**src/design/suc_pkg.sv**
```systemverilog
// Package for the serial transceiver: register map, fields, prescales and carrier types.
// How it works
// - Mode bit set gives synchronous half duplex, clear gives asynchronous full duplex.
// - Synchronous: clock source set makes host driving clock, clear takes external clock.
// - Nine-bit transmit select sends ninth bit from transmit ninth-bit field.
// - Transmit enable gates transmitter; in synchronous mode receive enables take priority.
// - Asynchronous send-break sends 12-bit break next, hardware clears bit when done.
// - Shift-register-empty reads 1 when transmit shifter is empty, resets to 1.
// - Port enable connects pins; clear holds transmitter, receiver, baud timer and receive flags in reset.
// - Nine-bit receive stores ninth bit in received ninth-bit field, no parity check.
// - Synchronous host single-receive starts one reception, hardware clears it after.
// - Continuous-receive gates asynchronous receiver; synchronous keeps receiving, overrides single.
// - Address detect in nine-bit asynchronous mode accepts only characters with ninth bit 1.
// - Framing error sets on bad stop; clears after read and next valid character.
// - Overrun error sets on overrun, clears when continuous-receive is cleared or the port is disabled.
// - Auto-baud overflow sets on generator rollover during measurement, software clears it.
// - Receiver-idle reads 1 with no reception active, resets to 1.
// - Receive polarity set treats receive or data line as inverted.
// - Polarity bit sets transmit idle level (async) or clock idle level (sync).
// - Sixteen-bit select uses high and low divisor, else low byte only.
// - Wake-up enable flags a falling receive edge, clears itself on next rising edge.
// - Auto-baud measures the next 55h sync character, hardware clears enable when done.
// - Divisor sets free-running timer period; high-speed bit ignored in synchronous mode.
// - Any divisor write resets the baud timer immediately.
// - Bit rate is clock over prescale 64, 16 or 4 times divisor plus one.
// - Each asynchronously received bit is sampled three times and decided by majority; synchronous bits are sampled once.
package suc_pkg;
	// Byte offsets on the register bus
	localparam logic [7:0] OFS_TXCTL = 8'h00;
	localparam logic [7:0] OFS_RCCTL = 8'h04;
	localparam logic [7:0] OFS_BDCTL = 8'h08;
	localparam logic [7:0] OFS_DIVLO = 8'h0C;
	localparam logic [7:0] OFS_DIVHI = 8'h10;
	localparam logic [7:0] OFS_TXDAT = 8'h14;
	localparam logic [7:0] OFS_RXDAT = 8'h18;
	localparam logic [7:0] OFS_STAT = 8'h1C;
	// Field positions
	localparam int TX_CLOCK_SOURCE_SELECT = 7, TX_NINE = 6, TX_EN = 5, TX_SYNC = 4, TX_BREAK = 3, TX_HIGH = 2, TX_EMPTY = 1, TX_D9 = 0;
	localparam int RC_SERIAL_PORT_ENABLE = 7, RC_NINE = 6, RC_SINGLE_RECEIVE_ENABLE = 5, RC_CONTINUOUS_RECEIVE_ENABLE = 4, RC_ADDRESS_DETECT_ENABLE = 3, RC_FRAMING_ERROR_FLAG = 2, RC_OVERRUN_ERROR_FLAG = 1, RC_D9 = 0;
	localparam int BC_OVF = 7, BC_IDLE = 6, BC_RXP = 5, BC_TXP = 4, BC_B16 = 3, BC_WUE = 1, BC_ABD = 0;
	localparam int ST_RXFULL = 0, ST_TXFULL = 1, ST_WAKE = 2;
	// Writable bits and reset values
	localparam logic [7:0] TXCTL_WMASK = 8'hFD;
	localparam logic [7:0] RCCTL_WMASK = 8'hF8;
	localparam logic [7:0] BDCTL_WMASK = 8'h3B;
	localparam logic [7:0] CTL_RST = 8'h00;
	// Prescales and frame figures
	localparam logic [6:0] PRE_SLOW = 7'h40;
	localparam logic [6:0] PRE_FAST = 7'h10;
	localparam logic [6:0] PRE_SYNC = 7'h04;
	localparam logic [3:0] LEN_EIGHT = 4'h8;
	localparam logic [3:0] LEN_NINE = 4'h9;
	localparam logic [3:0] LEN_BREAK = 4'hC;
	localparam logic [5:0] SYNC_SMP_PH = 6'h01;
	localparam logic [5:0] SYNC_ACT_PH = 6'h02;
	localparam logic [2:0] ABD_RISES = 3'h5;
	// Bus request carrier
	typedef struct packed {
		logic cyc;
		logic stb;
		logic we;
		logic [7:0] adr;
		logic [3:0] sel;
		logic [31:0] dat;
	} suc_wb_req_t;
	// Pin drive carrier, enables low while driving
	typedef struct packed {
		logic ckOut;
		logic ckOen;
		logic dtOut;
		logic dtOen;
	} suc_pin_out_t;
	typedef enum logic [1:0] {TX_IDLE = 2'b00, TX_START = 2'b01, TX_DATA = 2'b11, TX_STOP = 2'b10} suc_tx_state_t;
	typedef enum logic [1:0] {RX_IDLE = 2'b00, RX_START = 2'b01, RX_DATA = 2'b11, RX_STOP = 2'b10} suc_rx_state_t;
endpackage

```
**src/design/suc_top.sv**
```systemverilog
// Serial transceiver with baud generator, auto-baud, wake-up and a Wishbone register slave.
`timescale 1ns/1ps
module suc_top import suc_pkg::*; #(
	parameter int DIV_W = 16
) (
	input wire logic clock, // 200 MHz clock
	input wire logic resetn, // Asynchronous reset, low
	input wire suc_wb_req_t wbReq, // Wishbone request
	output logic [31:0] wbDatO, // Wishbone read data
	output logic wbAck, // Wishbone acknowledge
	input wire logic ckIn, // Transmit or clock pin level
	input wire logic dtIn, // Receive or data pin level
	output suc_pin_out_t pins, // Pin drive and enables
	output logic rxReady, // Receive data waiting
	output logic txReady, // Transmit holding free
	output logic wakeEvent // Wake-up edge seen
);
	logic [7:0] txCtl, rcCtl, bdCtl, divLo, divHi, txHold, rxData, rdVal;
	logic txFull, rxFull, framing_error_flag, overrun_error_flag, rx9, auto_baud_overflow, wakeFlag, wakeSeen;
	logic [DIV_W-1:0] baseCnt, divisor, abdCnt;
	logic [8:0] abdPre, abdPreLast;
	logic [2:0] abdRise;
	logic abdRun, abdDone, auto_baud_enable, abdWrap;
	logic ckS1, ckS2, ckS3, dtS1, dtS2, dtS3;
	logic dtLine, dtPrev, ckAct, ckActPrev, ckLead, ckTrail;
	logic [6:0] prescale;
	logic [5:0] lastPh, midPh, txPh, rxPh;
	logic baseTick, divWrite, req, wrLow, rdReq;
	logic serial_port_enable, syncMode, host, nineTx, nineRx, txp, rxp;
	suc_tx_state_t txSt;
	suc_rx_state_t rxSt;
	logic [11:0] txShift;
	logic [3:0] txCnt, txLen, rxCnt, rxLen;
	logic txBreak, syncRx, txBitEnd, txAdv, clrBreak, clrSren, clrWue;
	logic syncSmp, syncDone, rxEnA, rxBitEnd, rxSmp, rxMaj, asyncDone, charDone, accept;
	logic [2:0] vote;
	logic [8:0] rxShift;
	logic txEmpty, rxIdle, lineBit;

	function automatic logic maj3(input logic [2:0] v);
		maj3 = (v[0] & v[1]) | (v[0] & v[2]) | (v[1] & v[2]);
	endfunction

	// Control decode
	assign serial_port_enable = rcCtl[RC_SERIAL_PORT_ENABLE];
	assign syncMode = txCtl[TX_SYNC];
	assign host = txCtl[TX_CLOCK_SOURCE_SELECT];
	assign nineTx = txCtl[TX_NINE];
	assign nineRx = rcCtl[RC_NINE];
	assign txp = bdCtl[BC_TXP];
	assign rxp = bdCtl[BC_RXP];
	assign auto_baud_enable = bdCtl[BC_ABD] & ~syncMode & serial_port_enable;

	// Bus decode: one answer cycle for every request, mapped or not
	assign req = wbReq.cyc & wbReq.stb & ~wbAck;
	assign wrLow = req & wbReq.we & wbReq.sel[0];
	assign rdReq = req & ~wbReq.we;
	assign divWrite = (wrLow && (wbReq.adr == OFS_DIVLO || wbReq.adr == OFS_DIVHI)) || abdDone;

	// Acknowledge and registered read data
	always_ff @(posedge clock or negedge resetn) begin
		if (!resetn) begin
			wbAck <= 1'b0;
			wbDatO <= 32'h0000_0000;
		end else begin
			wbAck <= req;
			if (rdReq) wbDatO <= {24'h00_0000, rdVal};
		end
	end

	// Read multiplexer, status bits merged over stored control bits
	always_comb begin
		rdVal = 8'h00;
		if (wbReq.adr == OFS_TXCTL) begin
			rdVal = txCtl;
			rdVal[TX_EMPTY] = txEmpty;
		end else if (wbReq.adr == OFS_RCCTL) begin
			rdVal = rcCtl;
			rdVal[RC_FRAMING_ERROR_FLAG] = framing_error_flag;
			rdVal[RC_OVERRUN_ERROR_FLAG] = overrun_error_flag;
			rdVal[RC_D9] = rx9;
		end else if (wbReq.adr == OFS_BDCTL) begin
			rdVal = bdCtl;
			rdVal[BC_OVF] = auto_baud_overflow;
			rdVal[BC_IDLE] = rxIdle;
		end else if (wbReq.adr == OFS_DIVLO) begin
			rdVal = divLo;
		end else if (wbReq.adr == OFS_DIVHI) begin
			rdVal = divHi;
		end else if (wbReq.adr == OFS_RXDAT) begin
			rdVal = rxData;
		end else if (wbReq.adr == OFS_STAT) begin
			rdVal[ST_RXFULL] = rxFull;
			rdVal[ST_TXFULL] = txFull;
			rdVal[ST_WAKE] = wakeFlag;
		end
	end

	// Control registers; hardware clears come first so a software write wins
	always_ff @(posedge clock or negedge resetn) begin
		if (!resetn) begin
			txCtl <= CTL_RST;
			rcCtl <= CTL_RST;
			bdCtl <= CTL_RST;
			divLo <= CTL_RST;
			divHi <= CTL_RST;
		end else begin
			if (clrBreak) txCtl[TX_BREAK] <= 1'b0;
			if (clrSren) rcCtl[RC_SINGLE_RECEIVE_ENABLE] <= 1'b0;
			if (clrWue) bdCtl[BC_WUE] <= 1'b0;
			if (abdDone) begin
				bdCtl[BC_ABD] <= 1'b0;
				{divHi, divLo} <= 16'(abdCnt - 1'b1);
			end
			if (wrLow) begin
				if (wbReq.adr == OFS_TXCTL) txCtl <= wbReq.dat[7:0] & TXCTL_WMASK;
				else if (wbReq.adr == OFS_RCCTL) rcCtl <= wbReq.dat[7:0] & RCCTL_WMASK;
				else if (wbReq.adr == OFS_BDCTL) bdCtl <= wbReq.dat[7:0] & BDCTL_WMASK;
				else if (wbReq.adr == OFS_DIVLO) divLo <= wbReq.dat[7:0];
				else if (wbReq.adr == OFS_DIVHI) divHi <= wbReq.dat[7:0];
			end
		end
	end

	// Prescale and divisor selection
	always_comb begin
		if (syncMode) prescale = PRE_SYNC;
		else if (txCtl[TX_HIGH] || bdCtl[BC_B16]) prescale = PRE_FAST;
		else prescale = PRE_SLOW;
		if (bdCtl[BC_B16]) divisor = DIV_W'({divHi, divLo});
		else divisor = DIV_W'(divLo);
	end
	assign lastPh = 6'(prescale - 7'h01);
	assign midPh = prescale[6:1];
	assign baseTick = serial_port_enable && (baseCnt == divisor);

	// Free-running baud timer, cleared by any divisor write
	always_ff @(posedge clock or negedge resetn) begin
		if (!resetn) baseCnt <= '0;
		else if (!serial_port_enable || divWrite) baseCnt <= '0;
		else if (baseCnt == divisor) baseCnt <= '0;
		else baseCnt <= baseCnt + 1'b1;
	end

	// Pin synchronisers; the third stage feeds edge detection
	always_ff @(posedge clock or negedge resetn) begin
		if (!resetn) begin
			ckS1 <= 1'b0;
			ckS2 <= 1'b0;
			ckS3 <= 1'b0;
			dtS1 <= 1'b1;
			dtS2 <= 1'b1;
			dtS3 <= 1'b1;
		end else begin
			ckS1 <= ckIn;
			ckS2 <= ckS1;
			ckS3 <= ckS2;
			dtS1 <= dtIn;
			dtS2 <= dtS1;
			dtS3 <= dtS2;
		end
	end
	assign dtLine = dtS2 ^ rxp;
	assign dtPrev = dtS3 ^ rxp;
	assign ckAct = ckS2 ^ txp;
	assign ckActPrev = ckS3 ^ txp;
	assign ckLead = ckAct & ~ckActPrev;
	assign ckTrail = ~ckAct & ckActPrev;

	// Transmit and synchronous engine timing
	assign txBitEnd = baseTick && (txPh == lastPh);
	assign txAdv = (syncMode && !host) ? ckTrail : txBitEnd;
	assign txLen = txBreak ? LEN_BREAK : (nineTx ? LEN_NINE : LEN_EIGHT);
	assign syncSmp = syncRx && (txSt == TX_DATA) && (host ? (baseTick && txPh == SYNC_SMP_PH) : ckLead);
	assign syncDone = syncRx && (txSt == TX_DATA) && txAdv && (txCnt == 4'(rxLen - 1'b1));
	assign clrBreak = txBreak && (txSt == TX_STOP) && txBitEnd;
	assign clrSren = syncDone && host && !rcCtl[RC_CONTINUOUS_RECEIVE_ENABLE];
	assign txEmpty = (txSt == TX_IDLE) || syncRx;

	// Transmitter, holding register and half-duplex synchronous sequencer
	always_ff @(posedge clock or negedge resetn) begin
		if (!resetn) begin
			txSt <= TX_IDLE;
			txPh <= 6'h00;
			txCnt <= 4'h0;
			txShift <= 12'h000;
			txBreak <= 1'b0;
			syncRx <= 1'b0;
			txHold <= 8'h00;
			txFull <= 1'b0;
		end else if (!serial_port_enable) begin
			txSt <= TX_IDLE;
			txPh <= 6'h00;
			txBreak <= 1'b0;
			syncRx <= 1'b0;
			txFull <= 1'b0;
		end else begin
			if (wrLow && wbReq.adr == OFS_TXDAT && !txFull) begin
				txHold <= wbReq.dat[7:0];
				txFull <= 1'b1;
			end
			if (baseTick) txPh <= (txPh == lastPh) ? 6'h00 : txPh + 1'b1;
			case (txSt)
				TX_IDLE: begin
					txCnt <= 4'h0;
					txPh <= 6'h00;
					if (syncMode && ((host && rcCtl[RC_SINGLE_RECEIVE_ENABLE]) || rcCtl[RC_CONTINUOUS_RECEIVE_ENABLE])) begin
						syncRx <= 1'b1;
						txSt <= TX_DATA;
					end else if (txCtl[TX_EN] && txFull) begin
						txFull <= 1'b0;
						txBreak <= txCtl[TX_BREAK] && !syncMode;
						if (txCtl[TX_BREAK] && !syncMode) txShift <= 12'h000;
						else txShift <= {3'b000, txCtl[TX_D9], txHold};
						txSt <= syncMode ? TX_DATA : TX_START;
					end
				end
				TX_START: begin
					if (txBitEnd) txSt <= TX_DATA;
				end
				TX_DATA: begin
					if (txAdv) begin
						txShift <= {1'b0, txShift[11:1]};
						txCnt <= txCnt + 1'b1;
						if (txCnt == 4'((syncRx ? rxLen : txLen) - 1'b1)) begin
							txSt <= syncMode ? TX_IDLE : TX_STOP;
							syncRx <= 1'b0;
						end
					end
				end
				TX_STOP: begin
					if (txBitEnd) begin
						txSt <= TX_IDLE;
						txBreak <= 1'b0;
					end
				end
				default: txSt <= TX_IDLE;
			endcase
		end
	end

	// Pin drivers, enables low while driving
	always_comb begin
		if (txSt == TX_START) lineBit = 1'b0;
		else if (txSt == TX_DATA) lineBit = txShift[0];
		else lineBit = 1'b1;
	end
	always_ff @(posedge clock or negedge resetn) begin
		if (!resetn) begin
			pins <= '{ckOut: 1'b0, ckOen: 1'b1, dtOut: 1'b0, dtOen: 1'b1};
		end else if (!serial_port_enable) begin
			pins <= '{ckOut: 1'b0, ckOen: 1'b1, dtOut: 1'b0, dtOen: 1'b1};
		end else if (!syncMode) begin
			pins.ckOut <= lineBit ^ txp;
			pins.ckOen <= 1'b0;
			pins.dtOut <= 1'b0;
			pins.dtOen <= 1'b1;
		end else begin
			pins.ckOut <= txp ^ ((txSt == TX_DATA) && (txPh >= SYNC_ACT_PH));
			pins.ckOen <= ~host;
			pins.dtOut <= txShift[0] ^ rxp;
			pins.dtOen <= ~((txSt == TX_DATA) && !syncRx);
		end
	end

	// Asynchronous receiver timing with three-sample majority
	assign rxEnA = serial_port_enable && !syncMode && rcCtl[RC_CONTINUOUS_RECEIVE_ENABLE] && !auto_baud_enable;
	assign rxLen = nineRx ? LEN_NINE : LEN_EIGHT;
	assign rxBitEnd = baseTick && (rxPh == lastPh);
	assign rxSmp = baseTick && (rxPh == 6'(midPh - 1'b1) || rxPh == midPh || rxPh == 6'(midPh + 1'b1));
	assign rxMaj = maj3(vote);
	assign asyncDone = (rxSt == RX_STOP) && rxBitEnd;
	assign rxIdle = syncMode ? !syncRx : (rxSt == RX_IDLE);

	// Receive shifter for both modes
	always_ff @(posedge clock or negedge resetn) begin
		if (!resetn) begin
			rxSt <= RX_IDLE;
			rxPh <= 6'h00;
			rxCnt <= 4'h0;
			vote <= 3'b111;
			rxShift <= 9'h000;
		end else if (syncMode || !rxEnA) begin
			rxSt <= RX_IDLE;
			rxPh <= 6'h00;
			if (syncSmp) rxShift <= {dtLine, rxShift[8:1]};
		end else begin
			if (baseTick) rxPh <= (rxPh == lastPh) ? 6'h00 : rxPh + 1'b1;
			if (rxSmp) vote <= {vote[1:0], dtLine};
			case (rxSt)
				RX_IDLE: begin
					rxPh <= 6'h00;
					rxCnt <= 4'h0;
					if (!dtLine) rxSt <= RX_START;
				end
				RX_START: begin
					if (rxBitEnd) rxSt <= rxMaj ? RX_IDLE : RX_DATA;
				end
				RX_DATA: begin
					if (rxBitEnd) begin
						rxShift <= {rxMaj, rxShift[8:1]};
						rxCnt <= rxCnt + 1'b1;
						if (rxCnt == 4'(rxLen - 1'b1)) rxSt <= RX_STOP;
					end
				end
				RX_STOP: begin
					if (rxBitEnd) rxSt <= RX_IDLE;
				end
				default: rxSt <= RX_IDLE;
			endcase
		end
	end

	// Character delivery, error flags; a character completing in the cycle a full buffer is read counts as overrun
	assign charDone = asyncDone || syncDone;
	assign accept = charDone && !(!syncMode && nineRx && rcCtl[RC_ADDRESS_DETECT_ENABLE] && !rxShift[8]);
	always_ff @(posedge clock or negedge resetn) begin
		if (!resetn) begin
			rxData <= 8'h00;
			rx9 <= 1'b0;
			rxFull <= 1'b0;
			framing_error_flag <= 1'b0;
			overrun_error_flag <= 1'b0;
		end else if (!serial_port_enable) begin
			rxFull <= 1'b0;
			framing_error_flag <= 1'b0;
			overrun_error_flag <= 1'b0;
		end else begin
			if (rdReq && wbReq.adr == OFS_RXDAT) rxFull <= 1'b0;
			if (wrLow && wbReq.adr == OFS_RCCTL && !wbReq.dat[RC_CONTINUOUS_RECEIVE_ENABLE]) overrun_error_flag <= 1'b0;
			if (accept) begin
				if (rxFull || overrun_error_flag) begin
					overrun_error_flag <= 1'b1;
				end else begin
					rxData <= nineRx ? rxShift[7:0] : rxShift[8:1];
					rx9 <= nineRx & rxShift[8];
					framing_error_flag <= !syncMode && !rxMaj;
					rxFull <= 1'b1;
				end
			end
		end
	end

	// Auto-baud: count 8*prescale clocks per unit from first to fifth rising edge
	assign abdPreLast = {prescale[5:0], 3'b000} - 9'h001; // Wraps to 511 for prescale 64
	assign abdWrap = abdRun && (abdPre == abdPreLast) && (abdCnt == '1);
	assign abdDone = abdRun && dtLine && !dtPrev && (abdRise == 3'(ABD_RISES - 1'b1));
	always_ff @(posedge clock or negedge resetn) begin
		if (!resetn) begin
			abdRun <= 1'b0;
			abdRise <= 3'h0;
			abdPre <= 9'h000;
			abdCnt <= '0;
			auto_baud_overflow <= 1'b0;
		end else begin
			if (wrLow && wbReq.adr == OFS_BDCTL && !wbReq.dat[BC_OVF]) auto_baud_overflow <= 1'b0;
			if (abdWrap) auto_baud_overflow <= 1'b1;
			if (!auto_baud_enable || abdDone) begin
				abdRun <= 1'b0;
				abdRise <= 3'h0;
			end else if (dtLine && !dtPrev) begin
				abdRun <= 1'b1;
				abdRise <= abdRise + 1'b1;
				// The edge cycle counts as the first clock of the measurement
				if (!abdRun) begin
					abdPre <= 9'h001;
					abdCnt <= '0;
				end
			end
			if (abdRun && !abdDone) begin
				abdPre <= (abdPre == abdPreLast) ? 9'h000 : abdPre + 1'b1;
				if (abdPre == abdPreLast) abdCnt <= abdCnt + 1'b1;
			end
		end
	end

	// Wake-up edge watch; software clears the flag by writing one, a new edge wins
	assign clrWue = wakeSeen && dtLine && !dtPrev;
	always_ff @(posedge clock or negedge resetn) begin
		if (!resetn) begin
			wakeFlag <= 1'b0;
			wakeSeen <= 1'b0;
		end else begin
			if (wrLow && wbReq.adr == OFS_STAT && wbReq.dat[ST_WAKE]) wakeFlag <= 1'b0;
			if (!(bdCtl[BC_WUE] && serial_port_enable && !syncMode) || clrWue) begin
				wakeSeen <= 1'b0;
			end else if (!dtLine && dtPrev) begin
				wakeSeen <= 1'b1;
				wakeFlag <= 1'b1;
			end
		end
	end

	// Registered user status outputs
	always_ff @(posedge clock or negedge resetn) begin
		if (!resetn) begin
			rxReady <= 1'b0;
			txReady <= 1'b0;
			wakeEvent <= 1'b0;
		end else begin
			rxReady <= rxFull;
			txReady <= serial_port_enable && !txFull;
			wakeEvent <= wakeFlag;
		end
	end
endmodule // suc_top

```
**config.mk**
```make
export PLATFORM = sky130hd
export DESIGN_NAME = suc_top
export DESIGN_NICKNAME = d
export VERILOG_FILES = /design/src/design/suc_pkg.sv /design/src/design/suc_top.sv
export SDC_FILE = /design/constraint.sdc
export NUM_CORES = 1
export LEC_CHECK = 0
export BUFFER_PORTS_ARGS = -buffer_cell sky130_fd_sc_hd__buf_2
export CAP_MARGIN = 40
export CORE_ASPECT_RATIO = 1.25
export CORE_UTILIZATION = 25
export DETAILED_ROUTE_END_ITERATION = 8
export GPL_TIMING_DRIVEN = 0
export MAX_ROUTING_LAYER = met4
export SKIP_CTS_REPAIR_TIMING = 1
export SLEW_MARGIN = 20
export SYNTH_ARGS = -nofsm -noshare
export SYNTH_HDL_FRONTEND = slang
export SYNTH_SLANG_ARGS = --single-unit
```
**constraint.sdc**
```tcl
create_clock -name clock -period 2.84 [get_ports clock]
set_input_delay 0.568 -clock clock [delete_from_list [all_inputs] [get_ports clock]]
set_output_delay 0.568 -clock clock [all_outputs]
set_load 0.05 [all_outputs]
```
==> impl_metrics.json, run 1 <==
{
  "die_h_microns": 222.9,
  "synth_largest_area_cell": "dfrtp_1",
  "finalSetupViolations": 0,
  "gp_congestion": 0.9533,
  "routed_wl_microns": 27550,
  "max_cap_violations": 0,
  "synth_area_leaders": "dfrtp_1 (42%), mux2_2 (7.8%), nor2_1 (4.2%), o21ai_0 (3.9%), nand2_1 (3.8%)",
  "detail-route-antenna-nets": 0,
  "tightest_slew_ns": 0.7334,
  "period_minus_slack_ns": 2.757,
  "start_kind": "register",
  "cts_made_buffers": 17,
  "cts_buffer_depth": 2,
  "grt_start_max_net_pins": 78,
  "drv_slew": 0,
  "layout_commonest_cell": "dfrtp_1",
  "path_clk_slew_ns": 0.07,
  "clkPwrFrac": 0.354,
  "syn_inst": 1031,
  "die_area_sq_um": 39850,
  "grt_pass1_vias": 7738,
  "drive_above_1_share": 0.1968,
  "dp_hpwl_microns": 20630,
  "antenna_found_initial": 4,
  "rows": 80,
  "ys_seq_area_frac": 0.4394,
  "power.static_leakage_nw": 4.937,
  "end_kind": "register",
  "run_status": "finished clean",
  "p_comb_frac": 0.244,
  "synth_cell_types": 81,
  "cp.buffers_inverters": 0,
  "layout.nets": 1188,
  "syn_area_sq_um": 9762,
  "final_util": 0.2990,
  "drt-wirelength-per-cell_microns": 16.91,
  "fmax_mhz": 362.8,
  "via_per_inst": 4.915,
  "crit_chain": "nor3_4 -> nand3_1 -> a2111oi_4 -> and4_4 -> nand2_4 -> or3_1 -> a21oi_1",
  "overflow": 0,
  "max_stage_delay_ns": 0.54,
  "grt_pass1_wl_microns": 44060,
  "required_ns": 3.21,
  "grt_usage": 0.1485,
  "drc": 0,
  "clk_latency_ns": 0.45,
  "cp_slowest_cell": "nor3_4",
  "htreeDepth": 4,
  "worstSetupPathType": "reg2reg",
  "power.density_nw_per_um2": 611.3,
  "cts.sinks": 171,
  "syn_avg_cell_area_sq_um": 9.468,
  "mostFrequentLayoutCells": "dfrtp_1 (163), nor2_1 (108), nand2_1 (98)",
  "p_seq_frac": 0.403,
  "yosysTopAreaCellShare": 0.4178,
  "core-area_sq_um": 38340,
  "skew_ns": 0.01231,
  "finalHoldViolCount": 0,
  "arrival_ns": 3.13,
  "start_util": 0.2546,
  "p_sw_frac": 0.3437,
  "regToRegSetupSlack_ns": 0.08,
  "initialDrtViolationCount": 583,
  "clock-root-buffer": "clkbuf_16",
  "dpl_cell_area_sq_um": 10730,
  "finalCritPeriodShare": 0.9706,
  "tritoncts": "done",
  "io-pin-count": 91,
  "ir_worst_vdd_v": 0.0004222,
  "ys_ff_latch": 171,
  "io_buffers": 38,
  "synth_edf_count": 0,
  "worstPathMaxFanout": 8,
  "die_w_microns": 178.7,
  "crit_family": "simple AND/OR/NAND/NOR gates",
  "intPower_mw": 4.599,
  "syn_to_final_growth_pct": 17.43,
  "p_total_mw": 7.008,
  "dr.pass1.iters": 5,
  "ys_async_sr_fraction": 1.000,
  "max_slew_margin": 0.5084,
  "hold_class": "in2reg",
  "ys.flop_type": "dfrtp_1",
  "fin_area_sq_um": 11460,
  "n_fill_cell": 4005,
  "num_vias": 8006,
  "yosys_warnings": 0,
  "netSwitchingPower_mw": 2.409
}
-- cell usage after synthesis (19+ instances only) --
library cell / instances
nor2_1: 109
nand4_1: 19
mux2_2: 68
xor2_1: 21
inv_1: 28
nand3_1: 42
o21ai_0: 77
clkbuf_1: 40
dfrtp_1: 163
xnor2_1: 34
a21oi_1: 42
nand2_1: 99
buf_4: 24
-- area by class of cell --
type / instances / area, sq um / area share
well taps: 492 / 615.6 / 0.05370
clock buffers: 18 / 429.2 / 0.03744
plain buffers: 66 / 351.6 / 0.03067
flip-flops and latches: 171 / 4289 / 0.3742
multi-input cells: 786 / 5152 / 0.4495
clock inverters: 14 / 177.7 / 0.01550
diodes: 4 / 10.01 / 0.0008732
inverters: 29 / 112.6 / 0.009823
repair buffers: 49 / 325.3 / 0.02838
-- path summary, 6_finish.rpt --
check	end	startpoint	depth (start not counted)
max	abdCnt[15]	bdCtl[3]	7
min	dtS1	dtIn	1
max reg2reg	abdCnt[15]	bdCtl[3]	7
min reg2reg	ckS2	ckS1	0
max in group asynchronous	vote[2]	resetn	3
min in group asynchronous	abdCnt[8]	resetn	2
-- power groups by stage --
stage	clock (mW)	sequential (mW)	combinational (mW)
after floorplan	0	2.91	1.03
after global placement	0	2.86	1.58
after detailed placement	0	2.86	1.61
after CTS	2.54	2.82	1.62
after global routing	2.64	2.85	1.89
final	2.48	2.82	1.71
-- logic make-up after synthesis --
family,share of synthesized area
flip-flops,0.4394
AO/OA/AOI/OAI,0.1520
adder cells (fa/ha/maj),0.02281
buffers and inverters,0.04755
multiplexers,0.09177
XOR/XNOR,0.04935
other,0.0003841
AND/OR/NAND/NOR,0.1967
-- per-layer routing --
metal / wire [microns] / share of wire / GRT usage
met4: 943 / 0.034 / 0.05522
met3: 1684 / 0.061 / 0.03391
met1: 11300 / 0.41 / 0.1766
met2: 13620 / 0.49 / 0.2426
met5: 0 / 0 / -
-- flip-flops by register name (all words and copies together), names as in the netlist, 2 cells and up --
register / flops
txPh: 6
txCnt: 4
rxShift: 9
abdPre: 9
bdCtl: 5
divHi: 8
rxData: 8
rxSt: 2
txSt: 2
wbDatO: 8
baseCnt: 16
vote: 3
txShift: 9
divLo: 8
rcCtl: 5
abdRise: 3
abdCnt: 16
rxPh: 6
pins: 4
rxCnt: 4
txCtl: 7
txHold: 8
-- metrics by stage --
step	setup TNS [ns]	setup slack [ns]	std cells	hold WS (ns)
3_3_place_gp	-279.93	-1.645	1584	0.3373
2_1_floorplan	0	0.4989	1054	0.2724
5_1_grt	-0.02533	-0.01451	1629	0.2044
4_1_cts	-5.976	-0.3196	1618	-0.02002
3_5_place_dp	-7.414	-0.4708	1586	0.3365
6_report	0	0.08348	1629	0.2271
(Power assumes the default switching activity.)
==> run 2, diff against run 1 <==
--- a/config.mk
+++ b/config.mk
@@ -12,6 +12,7 @@
 export DETAILED_ROUTE_END_ITERATION = 8
 export GPL_TIMING_DRIVEN = 0
 export MAX_ROUTING_LAYER = met4
+export PLACE_DENSITY = 0.49
 export SKIP_CTS_REPAIR_TIMING = 1
 export SLEW_MARGIN = 20
 export SYNTH_ARGS = -nofsm -noshare
==> impl_metrics.json, run 2 (synthesized netlist as in run 1, its figures left out) <==
{
  "wl_met1_microns": 12260,
  "mostFrequentLayoutCells": "dfrtp_1 (163), nor2_1 (108), nand2_1 (98)",
  "hold_class": "in2reg",
  "setup_tns_ns": 0,
  "timing.hold.ws_ns": 0.2183,
  "drive_above_1_share": 0.1981,
  "top_regs": "abdCnt: 16 flops, baseCnt: 16 flops",
  "worstPathMaxFanout": 8,
  "clkPwrFrac": 0.372,
  "max_cap_violations": 0,
  "dr.pass1.iters": 5,
  "io_buffers": 38,
  "dp_hpwl_microns": 20980,
  "grt_pass1_wl_microns": 44140,
  "layout_commonest_cell": "dfrtp_1",
  "die_h_microns": 222.9,
  "finalHoldViolCount": 0,
  "detail-route-antenna-nets": 0,
  "top_layer": "met4",
  "diodes": 0,
  "cts_made_buffers": 17,
  "max_slew_margin": 0.5087,
  "dr_wl_met3_microns": 845,
  "io-pin-count": 91,
  "cts_buffer_depth": 2,
  "grt_usage": 0.1515,
  "drc": 0,
  "clock-root-buffer": "clkbuf_16",
  "layout.nets": 1191,
  "hold-path-cell-count": 1,
  "cts.sinks": 171,
  "clk_latency_ns": 0.45,
  "worstSetupPathType": "reg2reg",
  "rows": 80,
  "p_seq_frac": 0.392,
  "tightest_slew_ns": 0.7369,
  "syn_to_final_growth_pct": 18.33,
  "end_kind": "register",
  "drv_slew": 0,
  "dpl_cell_area_sq_um": 10730,
  "fin_area_sq_um": 11550,
  "grt_start_max_net_pins": 74,
  "skew_ns": 0.01369,
  "required_ns": 3.22,
  "final_util": 0.3013,
  "place_ws_ns": -0.4288,
  "tritoncts": "done",
  "num_vias": 7932,
  "finalNonFillerCells": 1628,
  "drt-wirelength-per-cell_microns": 17.30,
  "start_util": 0.2546,
  "core-area_sq_um": 38340,
  "fmax_mhz": 362.5,
  "grt_pass1_vias": 7725,
  "die_area_sq_um": 39850,
  "antenna_found_initial": 0,
  "p_sw_frac": 0.3291,
  "regToRegSetupSlack_ns": 0.08,
  "p_total_mw": 7.209,
  "finalSetupViolations": 0,
  "intPower_mw": 4.837,
  "p_comb_frac": 0.237,
  "netSwitchingPower_mw": 2.372,
  "arrival_ns": 3.14,
  "overflow": 0,
  "finalCritPeriodShare": 0.9713,
  "start_kind": "register",
  "htreeDepth": 4,
  "routed_wl_microns": 28160,
  "timing.final.ws_setup_ns": 0.08143,
  "reg2reg_depth": 8,
  "run_status": "finished clean",
  "ir_worst_vdd_v": 0.0004296,
  "wl_met2_microns": 14100,
  "initialDrtViolationCount": 509,
  "via_per_inst": 4.872,
  "power.density_nw_per_um2": 624.1,
  "path_clk_slew_ns": 0.07,
  "period_minus_slack_ns": 2.759,
  "die_w_microns": 178.7,
  "power.static_leakage_nw": 4.983,
  "dp_cells": 1587,
  "gp_congestion": 0.8958
}
## run 2: changes by cell type in the layout (fill, tap and decap cells not counted), moves of 3 or more
cell,change
diode_2,-4
inv_6,-5
clkbuf_8,+3
clkbuf_1,-3
## run 2: worst paths after layout
check / end / from
setup / recovery: abdCnt[15] / bdCtl[3]
hold / removal: dtS1 / dtIn
setup reg to reg: abdCnt[15] / bdCtl[3]
hold reg to reg: ckS2 / ckS1
max in group asynchronous: dtS1 / resetn
min in group asynchronous: ckS2 / resetn
## run 2: power by group through the flow
stage / logic, mW / registers [mW] / clock network, mW
final: 1.71 / 2.82 / 2.68
after global routing: 1.89 / 2.86 / 2.85
after CTS: 1.64 / 2.82 / 2.76
after detailed placement: 1.63 / 2.87 / 0
after global placement: 1.60 / 2.87 / 0
after floorplan: 1.03 / 2.91 / 0
## run 2: worst max-delay path, stage by stage (launching register included)
cell and delay (ns):
dfrtp_1 0.50, nor3_4 0.43, buf_4 0.21, nand3_1 0.15, a2111oi_4 0.48, and4_4 0.33
nand2_4 0.08, or3_1 0.35, a21oi_1 0.14
## run 2: cell type report
cell class | count | area (sq um)
Tap cell | 492 | 615.6
Fill cell | 3984 | 26790
Buffer | 66 | 354.1
Timing Repair Buffer | 51 | 349.1
Inverter | 29 | 112.6
Multi-Input combinational cell | 787 | 5156
Sequential cell | 171 | 4289
Clock inverter | 12 | 207.7
Clock buffer | 20 | 466.7
## run 2: routing by layer
layer,vias to the layer above,GRT usage
li1,3833,-
met1,3900,0.1828
met2,149,0.2484
met3,50,0.02198
met4,0,0.06752
met5,-,-
==> run 3, diff against run 2 <==
--- a/config.mk
+++ b/config.mk
@@ -5,7 +5,7 @@
 export SDC_FILE = /design/constraint.sdc
 export NUM_CORES = 1
 export LEC_CHECK = 0
-export BUFFER_PORTS_ARGS = -buffer_cell sky130_fd_sc_hd__buf_2
+export BUFFER_PORTS_ARGS = -buffer_cell sky130_fd_sc_hd__buf_4
 export CAP_MARGIN = 40
 export CORE_ASPECT_RATIO = 1.25
 export CORE_UTILIZATION = 25
@@ -13,6 +13,7 @@
 export GPL_TIMING_DRIVEN = 0
 export MAX_ROUTING_LAYER = met4
 export PLACE_DENSITY = 0.49
+export REMOVE_ABC_BUFFERS = 1
 export SKIP_CTS_REPAIR_TIMING = 1
 export SLEW_MARGIN = 20
 export SYNTH_ARGS = -nofsm -noshare
==> impl_metrics.json, run 3 (synthesized netlist as in run 1, its figures left out) <==
{
  "timing.final.ws_setup_ns": 0.1541,
  "place_ws_ns": -0.9190,
  "worstPathMaxFanout": 14,
  "io-pin-count": 91,
  "p_comb_frac": 0.227,
  "max_cap_violations": 0,
  "overflow": 0,
  "mostFrequentLayoutCells": "dfrtp_1 (159), nor2_1 (108), nand2_1 (98)",
  "path_clk_slew_ns": 0.07,
  "drt-wirelength-per-cell_microns": 17.29,
  "rsz0062_at_grt": "false",
  "layout_commonest_cell": "dfrtp_1",
  "setup_tns_ns": 0,
  "timing.hold.ws_ns": 0.004347,
  "rows": 80,
  "fmax_mhz": 372.3,
  "final_util": 0.2947,
  "layout.nets": 1129,
  "drive_above_1_share": 0.1853,
  "dp_cells": 1521,
  "gp_congestion": 0.9047,
  "io_buffers": 39,
  "drv_slew": 0,
  "worstSetupPathType": "reg2reg",
  "hold_class": "in2async",
  "num_vias": 7651,
  "required_ns": 3.17,
  "routed_wl_microns": 27090,
  "via_per_inst": 4.883,
  "dr.pass1.iters": 7,
  "fin_area_sq_um": 11300,
  "detail-route-antenna-nets": 0,
  "p_total_mw": 7.051,
  "power.static_leakage_nw": 4.811,
  "initialDrtViolationCount": 580,
  "arrival_ns": 3.02,
  "skew_ns": 0.01368,
  "drc": 0,
  "end_kind": "register",
  "grt_pass1_wl_microns": 43470,
  "finalNonFillerCells": 1567,
  "p_seq_frac": 0.405,
  "grt_usage": 0.1468,
  "tightest_slew_ns": 0.8604,
  "antenna_found_initial": 0,
  "cts.sinks": 171,
  "netSwitchingPower_mw": 2.283,
  "cts_buffer_depth": 2,
  "p_sw_frac": 0.3237,
  "clk_latency_ns": 0.45,
  "htreeDepth": 4,
  "finalCritPeriodShare": 0.9457,
  "grt_pass1_vias": 7710,
  "clock-root-buffer": "clkbuf_16",
  "period_minus_slack_ns": 2.686,
  "core-area_sq_um": 38340,
  "grt_start_max_net_pins": 71,
  "power.density_nw_per_um2": 624.0,
  "top_regs": "abdCnt: 16 flops, baseCnt: 16 flops",
  "dpl_cell_area_sq_um": 10500,
  "intPower_mw": 4.768,
  "finalSetupViolations": 0,
  "max_slew_margin": 0.4211,
  "die_h_microns": 222.9,
  "tritoncts": "done",
  "run_status": "finished clean",
  "start_util": 0.2546,
  "finalHoldViolCount": 0,
  "start_kind": "register",
  "n_fill_cell": 3984,
  "clkPwrFrac": 0.368,
  "ir_worst_vdd_v": 0.0004611,
  "die_area_sq_um": 39850,
  "dp_hpwl_microns": 19780,
  "syn_to_final_growth_pct": 15.75,
  "cts_made_buffers": 17,
  "die_w_microns": 178.7
}
## run 3: cell count changes in the layout (fill, tap and decap cells not counted), moves of 4 or more
| cell | delta |
|---|---|
| buf_2 | -39 |
| clkbuf_1 | -30 |
| buf_4 | +18 |
| clkbuf_2 | -5 |
| dfrtp_1 | -4 |
| dfrtp_2 | +4 |
## run 3: worst paths after layout
path                           from        to  slack (ns)  depth (start not counted)
max in group asynchronous    resetn   txSt[0]        2.14                          2
setup reg to reg           divLo[5]  rxCnt[0]        0.15                          9
hold / removal               resetn  rxCnt[0]       0.004                          1
hold reg to reg                ckS1      ckS2        0.35                          0
min in group clock             dtIn      dtS1        0.23                          1
setup / recovery           divLo[5]  rxCnt[0]        0.15                          9
## run 3: power groups by stage
stage | Clock, mW | Sequential, mW | Combinational (mW)
2_1_floorplan | 0 | 2.94 | 0.938
3_3_place_gp | 0 | 2.90 | 1.50
3_5_place_dp | 0 | 2.90 | 1.52
4_1_cts | 2.68 | 2.86 | 1.52
5_1_grt | 2.76 | 2.89 | 1.76
6_report | 2.60 | 2.86 | 1.60
## run 3: per-layer routing
layer | up-vias | GRT usage | wire length (microns) | share of wire
met2 | 150 | 0.2404 | 13820 | 0.51
li1 | 3703 | - | - | -
met1 | 3760 | 0.1745 | 11560 | 0.43
met5 | - | - | 0 | 0
met4 | 0 | 0.06670 | 810 | 0.030
met3 | 38 | 0.02522 | 906 | 0.033
## run 3: final cells by class
| type | count | area, sq um | area share |
|---|---|---|---|
| antenna | 1 | 2.502 | 0.0002215 |
| multi-input combinational | 786 | 5146 | 0.4554 |
| sequential | 171 | 4294 | 0.3800 |
| clock buffer | 21 | 450.4 | 0.03986 |
| timing repair buffer | 56 | 486.7 | 0.04307 |
| tap | 492 | 615.6 | 0.05448 |
| inverter | 29 | 108.9 | 0.009633 |
| clock inverter | 11 | 195.2 | 0.01727 |
## run 3: worst max-delay path, cell delays in order (launching register included)
cell,delay [ns]
dfrtp_1,0.45
xnor2_1,0.19
nand4_1,0.17
a2111oi_4,0.34
buf_4,0.20
nand4_1,0.16
buf_6,0.22
nor2_2,0.28
mux2_2,0.37
a22o_1,0.17
